### config.mk
export PLATFORM = sky130hd
export DESIGN_NAME = tw_thermal_watchdog
export DESIGN_NICKNAME = d
export VERILOG_FILES = /design/src/hw/tw_pkg.sv /design/src/hw/tw_fault_queue.sv /design/src/hw/tw_i2c_target.sv /design/src/hw/tw_thermal_watchdog.sv
export SDC_FILE = /design/constraint.sdc
export NUM_CORES = 1
export LEC_CHECK = 0
export ABC_AREA = 1
export BUFFER_PORTS_ARGS = -buffer_cell sky130_fd_sc_hd__buf_2
export CORE_ASPECT_RATIO = 1.2
export CORE_MARGIN = 3
export CORE_UTILIZATION = 30
export CTS_BUF_LIST = sky130_fd_sc_hd__clkbuf_16
export DETAILED_ROUTE_END_ITERATION = 12
export GPL_TIMING_DRIVEN = 1
export MAX_ROUTING_LAYER = met4
export PLACE_DENSITY = 0.46
export RECOVER_POWER = 100
export SETUP_SLACK_MARGIN = 0.02
export SLEW_MARGIN = 20
export SYNTH_ARGS = -nofsm -noshare
export SYNTH_HDL_FRONTEND = slang
export SYNTH_SLANG_ARGS = --single-unit
### constraint.sdc
create_clock -name mclk_in -period 4.8 [get_ports mclk_in]
set_input_delay 0.24 -clock mclk_in [delete_from_list [all_inputs] [get_ports mclk_in]]
set_output_delay 0.24 -clock mclk_in [all_outputs]
set_load 0.02 [all_outputs]
### src/hw/tw_pkg.sv
// Shared constants and types of the thermal watchdog and its serial target.
// Assumes one 125 MHz clock domain; the bus pins are synchronised before use.
package tw_pkg;

    // Register pointer values.
    localparam logic [1:0] PTR_TEMP = 2'h0;
    localparam logic [1:0] PTR_CONF = 2'h1;
    localparam logic [1:0] PTR_HYST = 2'h2;
    localparam logic [1:0] PTR_TOS  = 2'h3;
    localparam logic [1:0] PTR_RST  = 2'h0;

    // Configuration byte fields and values after reset.
    localparam int         CONF_SHDN = 0;
    localparam int         CONF_MODE = 1;
    localparam int         CONF_POL  = 2;
    localparam int         CONF_QLO  = 3;
    localparam logic [7:0] CONF_RST  = 8'h00;

    // Set-points in half-degree steps: 80 C and 75 C.
    localparam logic [8:0] TOS_RST  = 9'h0A0;
    localparam logic [8:0] HYST_RST = 9'h096;

    // Consecutive-trip counts per queue selection.
    localparam logic [2:0] QUEUE_0 = 3'h1;
    localparam logic [2:0] QUEUE_1 = 3'h2;
    localparam logic [2:0] QUEUE_2 = 3'h4;
    localparam logic [2:0] QUEUE_3 = 3'h6;

    // Data byte indices within a transfer.
    localparam logic [1:0] IDX_PTR = 2'h0;
    localparam logic [1:0] IDX_MSB = 2'h1;
    localparam logic [1:0] IDX_LSB = 2'h2;

    typedef enum logic [6:0] {
        S_IDLE = 7'h01,
        S_ADDR = 7'h02,
        S_AACK = 7'h04,
        S_WR   = 7'h08,
        S_WACK = 7'h10,
        S_RD   = 7'h20,
        S_RACK = 7'h40
    } tw_bus_state_t;

    // Byte events handed from the serial target to the register file.
    typedef struct packed {
        logic       wr_stb;
        logic [1:0] wr_idx;
        logic [7:0] wr_data;
        logic       rd_stb;
        logic [1:0] rd_idx;
    } tw_bus_ev_t;

endpackage

### src/hw/tw_fault_queue.sv
// Consecutive-trip counter that fires once the selected count is reached.
// Assumes sample_in is a one-cycle pulse per finished conversion.
`timescale 1ns/10ps
module tw_fault_queue #(
    parameter int W = 3
) (
    input  wire logic       mclk_in,
    input  wire logic       rst_n_in,
    input  wire logic       sample_in,
    input  wire logic       trip_in,
    input  wire logic       clear_in,
    input  wire logic [1:0] sel_in,
    output logic            fire_out
);
    typedef struct packed {
        logic [W-1:0] cnt;
    } tw_fq_state_t;

    tw_fq_state_t r_reg;
    tw_fq_state_t r_next;
    logic [W-1:0] target;

    always_comb begin
        case (sel_in)
            2'h0:    target = W'(tw_pkg::QUEUE_0);
            2'h1:    target = W'(tw_pkg::QUEUE_1);
            2'h2:    target = W'(tw_pkg::QUEUE_2);
            default: target = W'(tw_pkg::QUEUE_3);
        endcase
        fire_out = sample_in && trip_in && (r_reg.cnt + W'(1) >= target);
        r_next   = r_reg;
        if (clear_in || fire_out || (sample_in && !trip_in)) begin
            r_next.cnt = '0;
        end else if (sample_in) begin
            r_next.cnt = r_reg.cnt + W'(1);
        end
    end

    always_ff @(posedge mclk_in or negedge rst_n_in) begin
        if (!rst_n_in) begin
            r_reg <= '0;
        end else begin
            r_reg <= r_next;
        end
    end
endmodule // tw_fault_queue

### src/hw/tw_i2c_target.sv
// Serial bus target: start/stop detection, address match, byte shifting.
// Assumes the host supplies the bus clock, well below a quarter of mclk.
`timescale 1ns/10ps
module tw_i2c_target #(
    parameter logic [6:0] ADDR = 7'h48
) (
    input  wire logic        mclk_in,
    input  wire logic        rst_n_in,
    input  wire logic        scl_in,
    input  wire logic        sda_in,
    input  wire logic [7:0]  rd_data_in,
    output logic             sda_oe_out,
    output tw_pkg::tw_bus_ev_t ev_out
);
    typedef struct packed {
        logic [1:0]            scl_s;
        logic [1:0]            sda_s;
        logic                  scl_q;
        logic                  sda_q;
        tw_pkg::tw_bus_state_t st;
        logic [3:0]            cnt;
        logic [7:0]            sh;
        logic                  rw;
        logic                  acked;
        logic                  oe;
        logic [1:0]            widx;
        logic [1:0]            ridx;
        logic                  wr_stb;
        logic                  rd_stb;
    } tw_bus_reg_t;

    tw_bus_reg_t r_reg;
    tw_bus_reg_t r_next;
    logic        scl;
    logic        sda;
    logic        rise;
    logic        fall;

    always_comb begin
        r_next        = r_reg;
        r_next.wr_stb = 1'b0;
        r_next.rd_stb = 1'b0;
        r_next.scl_s  = {r_reg.scl_s[0], scl_in};
        r_next.sda_s  = {r_reg.sda_s[0], sda_in};
        r_next.scl_q  = r_reg.scl_s[1];
        r_next.sda_q  = r_reg.sda_s[1];
        scl  = r_reg.scl_s[1];
        sda  = r_reg.sda_s[1];
        rise = scl && !r_reg.scl_q;
        fall = !scl && r_reg.scl_q;
        if (scl && r_reg.scl_q && r_reg.sda_q && !sda) begin
            r_next.st  = tw_pkg::S_ADDR;
            r_next.cnt = 4'h0;
            r_next.oe  = 1'b0;
        end else if (scl && r_reg.scl_q && !r_reg.sda_q && sda) begin
            r_next.st = tw_pkg::S_IDLE;
            r_next.oe = 1'b0;
        end else begin
            case (r_reg.st)
                // eight bits then one acknowledge slot.
                tw_pkg::S_ADDR, tw_pkg::S_WR: begin
                    if (rise) begin
                        r_next.sh  = {r_reg.sh[6:0], sda};
                        r_next.cnt = r_reg.cnt + 4'h1;
                    end else if (fall && r_reg.cnt == 4'h8) begin
                        if (r_reg.st == tw_pkg::S_WR) begin
                            r_next.st     = tw_pkg::S_WACK;
                            r_next.oe     = 1'b1;
                            r_next.wr_stb = 1'b1;
                        end else if (r_reg.sh[7:1] == ADDR) begin
                            r_next.st   = tw_pkg::S_AACK;
                            r_next.oe   = 1'b1;
                            r_next.rw   = r_reg.sh[0];
                            r_next.widx = 2'h0;
                            r_next.ridx = 2'h0;
                        end else begin
                            r_next.st = tw_pkg::S_IDLE;
                        end
                    end
                end
                tw_pkg::S_AACK: begin
                    if (fall) begin
                        r_next.cnt = 4'h0;
                        if (r_reg.rw) begin
                            r_next.st     = tw_pkg::S_RD;
                            r_next.sh     = rd_data_in;
                            r_next.rd_stb = 1'b1;
                            r_next.oe     = !rd_data_in[7];
                        end else begin
                            r_next.st = tw_pkg::S_WR;
                            r_next.oe = 1'b0;
                        end
                    end
                end
                tw_pkg::S_WACK: begin
                    if (fall) begin
                        r_next.st   = tw_pkg::S_WR;
                        r_next.oe   = 1'b0;
                        r_next.cnt  = 4'h0;
                        r_next.widx = r_reg.widx + {1'b0, r_reg.widx != 2'h3};
                    end
                end
                tw_pkg::S_RD: begin
                    if (rise) begin
                        r_next.cnt = r_reg.cnt + 4'h1;
                    end else if (fall) begin
                        if (r_reg.cnt == 4'h8) begin
                            r_next.st = tw_pkg::S_RACK;
                            r_next.oe = 1'b0;
                        end else begin
                            r_next.sh = {r_reg.sh[6:0], 1'b0};
                            r_next.oe = !r_reg.sh[6];
                        end
                    end
                end
                tw_pkg::S_RACK: begin
                    if (rise) begin
                        // host low here asks for the next byte.
                        r_next.acked = !sda;
                        r_next.ridx  = r_reg.ridx + {1'b0, !sda && r_reg.ridx != 2'h3};
                    end else if (fall) begin
                        // a released slot ends the read.
                        if (r_reg.acked) begin
                            r_next.st     = tw_pkg::S_RD;
                            r_next.cnt    = 4'h0;
                            r_next.sh     = rd_data_in;
                            r_next.rd_stb = 1'b1;
                            r_next.oe     = !rd_data_in[7];
                        end else begin
                            r_next.st = tw_pkg::S_IDLE;
                        end
                    end
                end
                default: begin
                    r_next.st = tw_pkg::S_IDLE;
                    r_next.oe = 1'b0;
                end
            endcase
        end
    end

    always_ff @(posedge mclk_in or negedge rst_n_in) begin
        if (!rst_n_in) begin
            r_reg       <= '0;
            r_reg.st    <= tw_pkg::S_IDLE;
            // Idle bus is high; starting the detectors there avoids a false edge.
            r_reg.scl_s <= 2'h3;
            r_reg.sda_s <= 2'h3;
            r_reg.scl_q <= 1'b1;
            r_reg.sda_q <= 1'b1;
        end else begin
            r_reg <= r_next;
        end
    end

    assign sda_oe_out = r_reg.oe;
    assign ev_out     = '{wr_stb: r_reg.wr_stb, wr_idx: r_reg.widx, wr_data: r_reg.sh,
                          rd_stb: r_reg.rd_stb, rd_idx: r_reg.ridx};
endmodule // tw_i2c_target

### src/hw/tw_thermal_watchdog.sv
// Thermal watchdog: register file, set-point compare and open-drain alert.
// Assumes conv_done_in pulses for one mclk cycle with temp_data_in valid,
// and that scl_in and sda_in come straight from the pins.
//
// How it works
// - Compare the set-point picked by the armed side after every conversion.
// - Set-points are 9-bit, half-degree two's complement.
// - Compare only the top 9 temperature bits.
// - Set-point reads give 16 bits, low seven zero.
// - Config bit 2 selects alert level, reset low.
// - Config bit 1 selects interrupt, reset comparator.
// - Comparator alert follows thresholds; reads leave it.
// - Interrupt alert holds until any register read.
// - Alert needs 1, 2, 4 or 6 trips.
// - Config bit 0 enters or leaves shutdown.
// - Shutdown stops conversions; bus stays alive.
// - Shutdown keeps comparator alert, clears interrupt.
// - Reset gives 80 C, 75 C, pointer zero.
// - Single-byte temperature read ends cleanly.
// - Each byte is eight bits plus acknowledge.
// - Device pulls acknowledge low after host bytes.
// - Host acknowledge requests the second read byte.
// - Final read slot left released by both.
// - Pointer's low two bits pick the register.
// - Writes start with pointer; reads reuse it.
// - Temperature is 11 bits, low five zero.
`timescale 1ns/10ps
module tw_thermal_watchdog #(
    parameter logic [6:0] ADDR = 7'h48
) (
    input  wire logic        mclk_in,
    input  wire logic        rst_n_in,
    input  wire logic        scl_in,
    input  wire logic        sda_in,
    input  wire logic        conv_done_in,
    input  wire logic [10:0] temp_data_in,
    output logic             sda_out,
    output logic             sda_oe_out,
    output logic             alert_out,
    output logic             alert_oe_out,
    output logic             conv_enable_out
);
    typedef struct packed {
        logic [1:0]  ptr;
        logic [7:0]  conf;
        logic [8:0]  tos;
        logic [8:0]  hyst;
        logic [10:0] temp;
        logic        side;
        logic        pend;
        logic        aoe;
        logic        conv_en;
    } tw_wd_state_t;

    tw_wd_state_t       r_reg;
    tw_wd_state_t       r_next;
    tw_pkg::tw_bus_ev_t ev;
    logic [7:0]         rd_byte;
    logic               sample;
    logic               trip;
    logic               over;
    logic               under;
    logic               fire;
    logic               int_mode;
    logic               active;
    logic               conf_wr;
    logic               sd_set;

    ////////////////////////////////////////////////////////////////////////////////
    tw_i2c_target #(
        .ADDR (ADDR)
    ) u_bus (
        .mclk_in    (mclk_in),
        .rst_n_in   (rst_n_in),
        .scl_in     (scl_in),
        .sda_in     (sda_in),
        .rd_data_in (rd_byte),
        .sda_oe_out (sda_oe_out),
        .ev_out     (ev)
    );

    tw_fault_queue #(
        .W (3)
    ) u_queue (
        .mclk_in   (mclk_in),
        .rst_n_in  (rst_n_in),
        .sample_in (sample),
        .trip_in   (trip),
        .clear_in  (conf_wr),
        .sel_in    (r_reg.conf[tw_pkg::CONF_QLO +: 2]),
        .fire_out  (fire)
    );

    ////////////////////////////////////////////////////////////////////////////////
    // Read byte chosen by the latched pointer and the byte index.
    always_comb begin
        rd_byte = 8'h00;
        case (r_reg.ptr)
            // result in top 11 bits, rest zero.
            tw_pkg::PTR_TEMP: begin
                if (ev.rd_idx == tw_pkg::IDX_PTR) begin
                    rd_byte = r_reg.temp[10:3];
                end else if (ev.rd_idx == tw_pkg::IDX_MSB) begin
                    rd_byte = {r_reg.temp[2:0], 5'h00};
                end
            end
            tw_pkg::PTR_CONF: begin
                if (ev.rd_idx == tw_pkg::IDX_PTR) begin
                    rd_byte = r_reg.conf;
                end
            end
            // second byte carries one bit, seven zeros.
            tw_pkg::PTR_HYST: begin
                if (ev.rd_idx == tw_pkg::IDX_PTR) begin
                    rd_byte = r_reg.hyst[8:1];
                end else if (ev.rd_idx == tw_pkg::IDX_MSB) begin
                    rd_byte = {r_reg.hyst[0], 7'h00};
                end
            end
            default: begin
                if (ev.rd_idx == tw_pkg::IDX_PTR) begin
                    rd_byte = r_reg.tos[8:1];
                end else if (ev.rd_idx == tw_pkg::IDX_MSB) begin
                    rd_byte = {r_reg.tos[0], 7'h00};
                end
            end
        endcase
    end

    ////////////////////////////////////////////////////////////////////////////////
    always_comb begin
        int_mode = r_reg.conf[tw_pkg::CONF_MODE];
        conf_wr  = ev.wr_stb && ev.wr_idx == tw_pkg::IDX_MSB && r_reg.ptr == tw_pkg::PTR_CONF;
        sd_set   = conf_wr && ev.wr_data[tw_pkg::CONF_SHDN] && !r_reg.conf[tw_pkg::CONF_SHDN];
        // no conversion is taken while shut down.
        sample   = conv_done_in && !r_reg.conf[tw_pkg::CONF_SHDN];
        // only the nine top result bits count.
        over     = $signed(temp_data_in[10:2]) > $signed(r_reg.tos);
        under    = $signed(temp_data_in[10:2]) < $signed(r_reg.hyst);
        // the armed side decides which crossing trips.
        trip     = r_reg.side ? under : over;
        r_next   = r_reg;
        r_next.conv_en = !r_reg.conf[tw_pkg::CONF_SHDN];
        // first written byte is the pointer.
        if (ev.wr_stb) begin
            case (ev.wr_idx)
                tw_pkg::IDX_PTR: r_next.ptr = ev.wr_data[1:0];
                // the byte after the pointer holds set-point bits 8..1, or the whole config byte.
                tw_pkg::IDX_MSB: begin
                    case (r_reg.ptr)
                        // writing the shutdown bit enters or leaves shutdown.
                        tw_pkg::PTR_CONF: r_next.conf = ev.wr_data;
                        tw_pkg::PTR_HYST: r_next.hyst[8:1] = ev.wr_data;
                        tw_pkg::PTR_TOS:  r_next.tos[8:1] = ev.wr_data;
                        default:          r_next.ptr = r_reg.ptr;
                    endcase
                end
                tw_pkg::IDX_LSB: begin
                    if (r_reg.ptr == tw_pkg::PTR_HYST) begin
                        r_next.hyst[0] = ev.wr_data[7];
                    end else if (r_reg.ptr == tw_pkg::PTR_TOS) begin
                        r_next.tos[0] = ev.wr_data[7];
                    end
                end
                default: r_next.ptr = r_reg.ptr;
            endcase
        end
        // any read clears a pending interrupt.
        if (ev.rd_stb) begin
            r_next.pend = 1'b0;
        end
        // entering shutdown clears a pending interrupt only.
        if (sd_set && int_mode) begin
            r_next.pend = 1'b0;
        end
        // every taken conversion updates the result and feeds the fault queue.
        if (sample) begin
            r_next.temp = temp_data_in;
        end
        // the queue decides when enough trips have passed.
        if (fire) begin
            // comparator state flips on a qualified crossing.
            r_next.side = !r_reg.side;
            // interrupt mode latches the event until read.
            if (int_mode) begin
                r_next.pend = 1'b1;
            end
        end
        active = int_mode ? r_reg.pend : r_reg.side;
        // drive the pin low when the active level is low.
        r_next.aoe = r_reg.conf[tw_pkg::CONF_POL] ? !active : active;
    end

    always_ff @(posedge mclk_in or negedge rst_n_in) begin
        if (!rst_n_in) begin
            r_reg         <= '0;
            r_reg.ptr     <= tw_pkg::PTR_RST;
            r_reg.conf    <= tw_pkg::CONF_RST;
            r_reg.tos     <= tw_pkg::TOS_RST;
            r_reg.hyst    <= tw_pkg::HYST_RST;
            r_reg.conv_en <= 1'b1;
        end else begin
            r_reg <= r_next;
        end
    end

    // a single-byte read ends like any other read, in the bus target.
    assign sda_out         = 1'b0;
    assign alert_out       = 1'b0;
    assign alert_oe_out    = r_reg.aoe;
    assign conv_enable_out = r_reg.conv_en;

    ////////////////////////////////////////////////////////////////////////////////
    // Checks kept beside the logic they guard.
    property p_ptr_latch;
        @(posedge mclk_in) disable iff (!rst_n_in)
        ev.wr_stb && ev.wr_idx == tw_pkg::IDX_PTR |=> r_reg.ptr == $past(ev.wr_data[1:0]);
    endproperty
    a_ptr_latch: assert property (p_ptr_latch)
        else $error("pointer byte not latched");

    property p_pol;
        @(posedge mclk_in) disable iff (!rst_n_in)
        1'b1 |=> alert_oe_out == ($past(r_reg.conf[tw_pkg::CONF_POL]) ^ $past(active));
    endproperty
    a_pol: assert property (p_pol)
        else $error("alert level does not follow polarity");

    property p_int_clear;
        @(posedge mclk_in) disable iff (!rst_n_in)
        ev.rd_stb && !fire |=> !r_reg.pend;
    endproperty
    a_int_clear: assert property (p_int_clear)
        else $error("read did not clear pending alert");

    property p_int_hold;
        @(posedge mclk_in) disable iff (!rst_n_in)
        r_reg.pend && !ev.rd_stb && !ev.wr_stb |=> r_reg.pend;
    endproperty
    a_int_hold: assert property (p_int_hold)
        else $error("pending alert dropped without a read");

    property p_sd_int;
        @(posedge mclk_in) disable iff (!rst_n_in)
        sd_set && int_mode && ev.wr_data[tw_pkg::CONF_MODE] && !fire
        |=> !r_reg.pend ##1 alert_oe_out == r_reg.conf[tw_pkg::CONF_POL];
    endproperty
    a_sd_int: assert property (p_sd_int)
        else $error("shutdown did not clear interrupt alert");

    property p_cmp_hold;
        @(posedge mclk_in) disable iff (!rst_n_in)
        !fire |=> $stable(r_reg.side);
    endproperty
    a_cmp_hold: assert property (p_cmp_hold)
        else $error("comparator state moved without a trip");

    property p_noconv;
        @(posedge mclk_in) disable iff (!rst_n_in)
        r_reg.conf[tw_pkg::CONF_SHDN] && conv_done_in |=> $stable(r_reg.temp) && !conv_enable_out;
    endproperty
    a_noconv: assert property (p_noconv)
        else $error("conversion taken in shutdown");

    property p_fire1;
        @(posedge mclk_in) disable iff (!rst_n_in)
        sample && r_reg.conf[tw_pkg::CONF_QLO +: 2] == 2'h0 && !r_reg.side && over
        |=> r_reg.side;
    endproperty
    a_fire1: assert property (p_fire1)
        else $error("single trip did not raise alert");

    property p_thr_lsb;
        @(posedge mclk_in) disable iff (!rst_n_in)
        ev.rd_idx == tw_pkg::IDX_MSB && r_reg.ptr[1] |-> rd_byte[6:0] == 7'h00;
    endproperty
    a_thr_lsb: assert property (p_thr_lsb)
        else $error("set-point low bits not zero");

    c_two_byte: cover property (@(posedge mclk_in) disable iff (!rst_n_in)
        ev.rd_stb && ev.rd_idx == tw_pkg::IDX_MSB);
    c_int_fire: cover property (@(posedge mclk_in) disable iff (!rst_n_in)
        fire && int_mode);
    c_sd_set: cover property (@(posedge mclk_in) disable iff (!rst_n_in) sd_set);
endmodule // tw_thermal_watchdog

[Word level (Yosys, flattened, before mapping)]
Cells that the tools add are included.
Word-level totals
  bits in registers: 80
  bits of input ports: 16
  output and inout bits: 5
  word-level logic and storage cells: 225
Cells by class
  $add $sub $neg: 4
  order comparisons: 3
  eq/ne operators: 52
  muxes and demuxes: 81
  bitwise logic cells: 5
  reduce and logical (&&, ||, !) cells: 54
Operator list (count)
  $mux 8: 11
  $mux 19: 3
  $mux 7: 6
  $pmux 7 s5: 1
  $mux 1: 32
  $pmux 8 s4: 1
  $ne 4x1->1 const B: 7
  $mux 12: 2
  $mux 6: 4
  $pmux 8 s3: 1
  $mux 11: 2
  $ne 2x1->1 const B: 11
  $pmux 4 s5: 1
  $logic_and 1x1->1: 18
  $ne 3x1->1 const B: 6
  $reduce_and 9->1: 2
  $reduce_and 8->1: 2
  $eq 7x7->1 const B: 2
  $mux 14: 1
  $ne 2x2->1 const B: 7
  $mux 3: 4
  $ne 4x4->1 const B: 3
  $reduce_and 12->1: 1
  $reduce_and 3->1: 4
  other kinds (35): 67

[Depth between registers and ports, before layout]
  word-level depth: 11
  depth in mapped cells: 13
  mapped depth without buffers: 13

[Hierarchy]
From an unflattened synthesis, not the netlist that was laid out.
Unflattened totals
  cell total of the unflattened synthesis: 701
  area, all modules: 5287.6 um^2
Modules (own cells, without submodules)
  tw_thermal_watchdog: instances 1, cells each 325, area an instance 2573.7 um^2, sequential area each 1084.8 um^2
  tw_i2c_target: instances 1, cells each 337, area an instance 2452.4 um^2, sequential area each 859.6 um^2
  tw_fault_queue: instances 1, cells each 39, area an instance 261.5 um^2, sequential area each 75.1 um^2

[Least setup slack after synthesis]
Ideal clock, no wire load.
  kind: reg2reg
  from: register u_queue.r_reg[0] (netlist name)
  to: register u_queue.r_reg[0] (netlist name)
  setup time: 0.065 ns
  arrival time: 1.724 ns
  required time: 4.735 ns
  setup slack: 3.012 ns
  stages on the path, launching flop included: 9
  buffers on the path: 0
  cell sequence: dfrtp_1 > ha_1 > xor2_1 > ha_1 > a21oi_1 > o211ai_1 > nor3_1 > nand4_1 > nand2_1
On the way
  word-level cells in the longest chain between the ends: 6
  elaborated cells between the ends (all ways): 8
  those cells by class: add/sub: 1; order compare: 1; mux: 2; reduce/logical: 4
Ends and longest elaborated chain
  from (decl): line tw_fault_queue.sv:19  | tw_fq_state_t r_reg;
  from (signal assigned): line tw_fault_queue.sv:43  | r_reg <= r_next;
  $add 3x1->3 *: line tw_fault_queue.sv:30, tw_fault_queue.sv:35
  $ge 3x3->1: line tw_fault_queue.sv:30  | fire_out = sample_in && trip_in && (r_reg.cnt + W'(1) >= target);
  $logic_and 1x1->1: line tw_fault_queue.sv:30
  $logic_or 1x1->1 (2 in series): line tw_fault_queue.sv:32  | if (clear_in || fire_out || (sample_in && !trip_in)) begin
  $mux 3 / $reduce_bool 2->1 (equally long branches)
Every way passes the cells marked *; elsewhere a longest branch is shown, timed or not. The select of a mux whose other input is x is not followed.
A chain may end at the register's enable or synchronous reset.

[Worst setup path after layout]
  from: register u_bus.r_reg (netlist bit u_bus.r_next[29])
  to: register u_bus.r_reg[23] (netlist name)
On the way
  word-level cells in the longest chain between the ends: 5
  elaborated cells between the ends (all ways): 21
  those cells by class: eq/ne: 9; mux: 2; reduce/logical: 10
Ends and longest elaborated chain
  from (decl): line tw_i2c_target.sv:32  | tw_bus_reg_t r_reg;
  from (signal assigned): line tw_i2c_target.sv:152  | r_reg <= r_next;
  $logic_and 1x1->1 / $logic_not 1->1 (equally long branches): line tw_i2c_target.sv:51, tw_i2c_target.sv:55, tw_i2c_target.sv:50
  $logic_and 1x1->1 (on tied branches): line tw_i2c_target.sv:55, tw_i2c_target.sv:50, tw_i2c_target.sv:51
  $logic_and 1x1->1 (on tied branches): line tw_i2c_target.sv:55, tw_i2c_target.sv:51, tw_i2c_target.sv:65
  $ne 4x1->1 (no line), or another cell as far along
  $reduce_and 9->1 (no line) / $mux 11 (equally long branches)
Several ways; a longest one is shown, not always the timed one.

==> results.sh <==
export IMPL_rows=50
export IMPL_maxCapViolations=1
export IMPL_grt_pass1_wl_um=21790
export IMPL_dr_total_vias=4155
export IMPL_cts_path_max_buffers=2
export IMPL_dp_cells=847
export IMPL_core_um2=15830
export IMPL_clkTransAtPathRegs_ns=0.06
export IMPL_relSlewSlack=-0.1262
export IMPL_switching_share=0.2689
export IMPL_grt_pass1_vias=4140
export IMPL_place_ws_ns=2.830
export IMPL_dr_max_layer_used="met4"
export IMPL_setup_viol=0
export IMPL_die_area_um2=18000
export IMPL_seq_area_frac_synth=0.4100
export IMPL_worstPathRequired_ns=5.04
export IMPL_place_area_um2=5235
export IMPL_drive_gt1_frac=0.1140
export IMPL_grt_max_degree=68
export IMPL_cts_sinks=80
export IMPL_endpoint_kind="register"
export IMPL_tightest_slew_ns=1.689
export IMPL_power_mw=1.592
export IMPL_stdcell_count=866
export IMPL_powerDensity_nw_per_um2=292.4
export IMPL_ant_nets=0
export IMPL_drtPass1Iterations=4
export IMPL_io_pins=21
export IMPL_ys_ff_latch=80
export IMPL_slew_violations=68
export IMPL_final_util=0.3439
export IMPL_crit_arrival_ns=3.25
export IMPL_cts_buffers=9
export IMPL_post_cts_setup_buffers=0
export IMPL_synthFlopType="dfrtp_1"
export IMPL_dp_hpwl_um=10420
export IMPL_vias_per_cell=4.798
export IMPL_p_int_mw=1.164
export IMPL_p_comb_frac=0.106
export IMPL_die_x_um=123.0
export IMPL_timing_final_crit_share=0.6286
export IMPL_area_delta_synth_final_pct=10.49
export IMPL_cts_resized_gates=0
export IMPL_grt_usage=0.1608
export IMPL_synth_cells=629
export IMPL_antenna_found_initial=0
export IMPL_path_class="register to register"
export IMPL_drtIter0Drc=225
export IMPL_htree_levels=3
export IMPL_synth_warnings=0
export IMPL_netlist_area_um2=4926
export IMPL_wire_per_inst_um=15.28
export IMPL_clock_latency_ns=0.35
export IMPL_port_buffers=18
export IMPL_fin_skew_ns=0.01133
export IMPL_seqPwrFrac=0.461
export IMPL_start_kind="register"
export IMPL_fin_crit_ns=3.018
export IMPL_n_antenna_cell=0
export IMPL_die_y_um=146.4
export IMPL_crit_fanout=8
export IMPL_cts_root_buffer="clkbuf_16"
export IMPL_gr_total_overflow=0
export IMPL_place_congestion=0.9236
export IMPL_layout_setup_ws_ns=1.782
export IMPL_largest_reg_flops=40
export IMPL_fmax_mhz=331.4
export IMPL_start_util=0.3112
export IMPL_worstHoldPathType="input port to register"
export IMPL_route_detailed_drc=0
export IMPL_wirelength_um=13230
export IMPL_fin_nets=693
export IMPL_avgSynthCellArea_um2=7.831
export IMPL_nFillCells=1704
export IMPL_hold_slack_ns=0.09696
export IMPL_wl_met3_um=427
export IMPL_fin_area_um2=5443
export IMPL_violations="max-capacitance violations, max-slew violations"
export IMPL_synth_edf_count=0
export IMPL_cts_tree="yes"
export IMPL_rsz0062_at_grt="no"
export IMPL_clkPwrFrac=0.433
export IMPL_ys_async_sr_fraction=1.000
export IMPL_setup_tns_final_ns=0
export IMPL_status="complete, but fails checks"
export IMPL_ys_types=45
export IMPL_p_sw_mw=0.4281
export IMPL_ir_drop_mv=0.1572
export IMPL_wl_met2_um=6884
export IMPL_met1_length_um=5630
export IMPL_hold_viol_final=0
export IMPL_p_leak_nw=2.567
worst max-delay path, stage by stage (launching register included):
cell        delay [ns]
dfstp_1           0.60
nand2_1           0.11
clkinvlp_2        0.13
nand3_1           0.28
nand2_1           0.42
clkinvlp_2        0.45
nand2_1           0.21
nand2_1           0.10
nor2_4            0.09
nand3_1           0.22
o21ai_0           0.30
power groups by stage:
| stage | combinational (mW) | sequential, mW | clock (mW) |
|---|---|---|---|
| global route | 0.197 | 0.737 | 0.740 |
| global placement | 0.174 | 0.746 | 0 |
| CTS | 0.179 | 0.734 | 0.708 |
| finish | 0.169 | 0.734 | 0.689 |
| detailed placement | 0.176 | 0.746 | 0 |
| floorplan | 0.111 | 0.745 | 0 |
kinds of logic after synthesis:
group	share of synthesized area
adder cells (fa/ha/maj)	0.06096
AO/OA/AOI/OAI	0.1140
AND/OR/NAND/NOR	0.3264
other	0.0007613
multiplexers	0.002286
flip-flops	0.4100
XOR/XNOR	0.008892
buffers and inverters	0.07671
cell usage after synthesis, drive strengths merged, types with 2 or more instances:
cell	count	share of area
nand2	206	0.17
inv	82	0.065
dfrtp	66	0.34
o21ai	61	0.064
nand3	54	0.065
nor2	50	0.067
ha	24	0.061
a21oi	17	0.022
dfstp	14	0.075
nand4	12	0.015
o211ai	7	0.011
nor3	6	0.0084
buf	5	0.0074
clkbuf	5	0.0038
o22ai	4	0.0051
xor2	3	0.0053
xnor2	2	0.0036
worst paths after layout:
| path | startpoint | end | slack [ns] | depth (start not counted) |
|---|---|---|---|---|
| worst max-delay path | u_bus.r_next[29]$_DFF_PN1_ | u_bus.r_reg[23]$_DFFE_PN0P_ | 1.78 | 10 |
| max in group asynchronous | rst_n_in | u_bus.r_reg[22]$_DFFE_PN0P_ | 2.15 | 3 |
| worst min register to register | u_bus.r_next[33]$_DFF_PN1_ | u_bus.r_next[29]$_DFF_PN1_ | 0.36 | 0 |
| min in group asynchronous | rst_n_in | r_reg[4]$_DFFE_PN0P_ | 0.51 | 2 |
| worst max register to register | u_bus.r_next[29]$_DFF_PN1_ | u_bus.r_reg[23]$_DFFE_PN0P_ | 1.78 | 10 |
| worst min-delay path | temp_data_in[0] | r_reg[4]$_DFFE_PN0P_ | 0.1 | 3 |
final cells by class:
type	count	area (um2)	share of cell area
flip-flops and latches	80	2019	0.3710
clock buffers	9	225.2	0.04138
repair buffers	22	120.1	0.02207
clock inverters	7	63.81	0.01172
well taps	208	260.3	0.04782
inverters	83	319.1	0.05862
multi-input cells	457	2435	0.4474
per-layer routing:
metal  track usage  up-vias
met3       0.02131       22
met4       0.06039        0
met5             -        -
met1        0.1916     1978
met2        0.2744       72
li1              -     2083
timing repair:
action,4_1_cts,5_1_grt
endpoints found under the setup margin,0,0
endpoints found under the hold margin,15,0
hold buffers,3,0
layout by cell type, fill, tap and decap left out, drive strengths merged:
| cell | instances |
|---|---|
| a211oi | 1 |
| a21boi | 1 |
| a21o | 1 |
| a21oi | 17 |
| buf | 14 |
| bufinv | 1 |
| clkbuf | 14 |
| clkinv | 3 |
| clkinvlp | 4 |
| conb | 2 |
| dfrtp | 66 |
| dfstp | 14 |
| dlygate4sd3 | 3 |
| ha | 24 |
| inv | 82 |
| mux2 | 1 |
| nand2 | 206 |
| nand3 | 54 |
| nand3b | 1 |
| nand4 | 12 |
| nor2 | 50 |
| nor3 | 6 |
| o211ai | 7 |
| o21a | 1 |
| o21ai | 61 |
| o21bai | 1 |
| o22ai | 4 |
| o311ai | 1 |
| o32ai | 1 |
| xnor2 | 2 |
| xor2 | 3 |
Power figures use the tool's default switching activity.
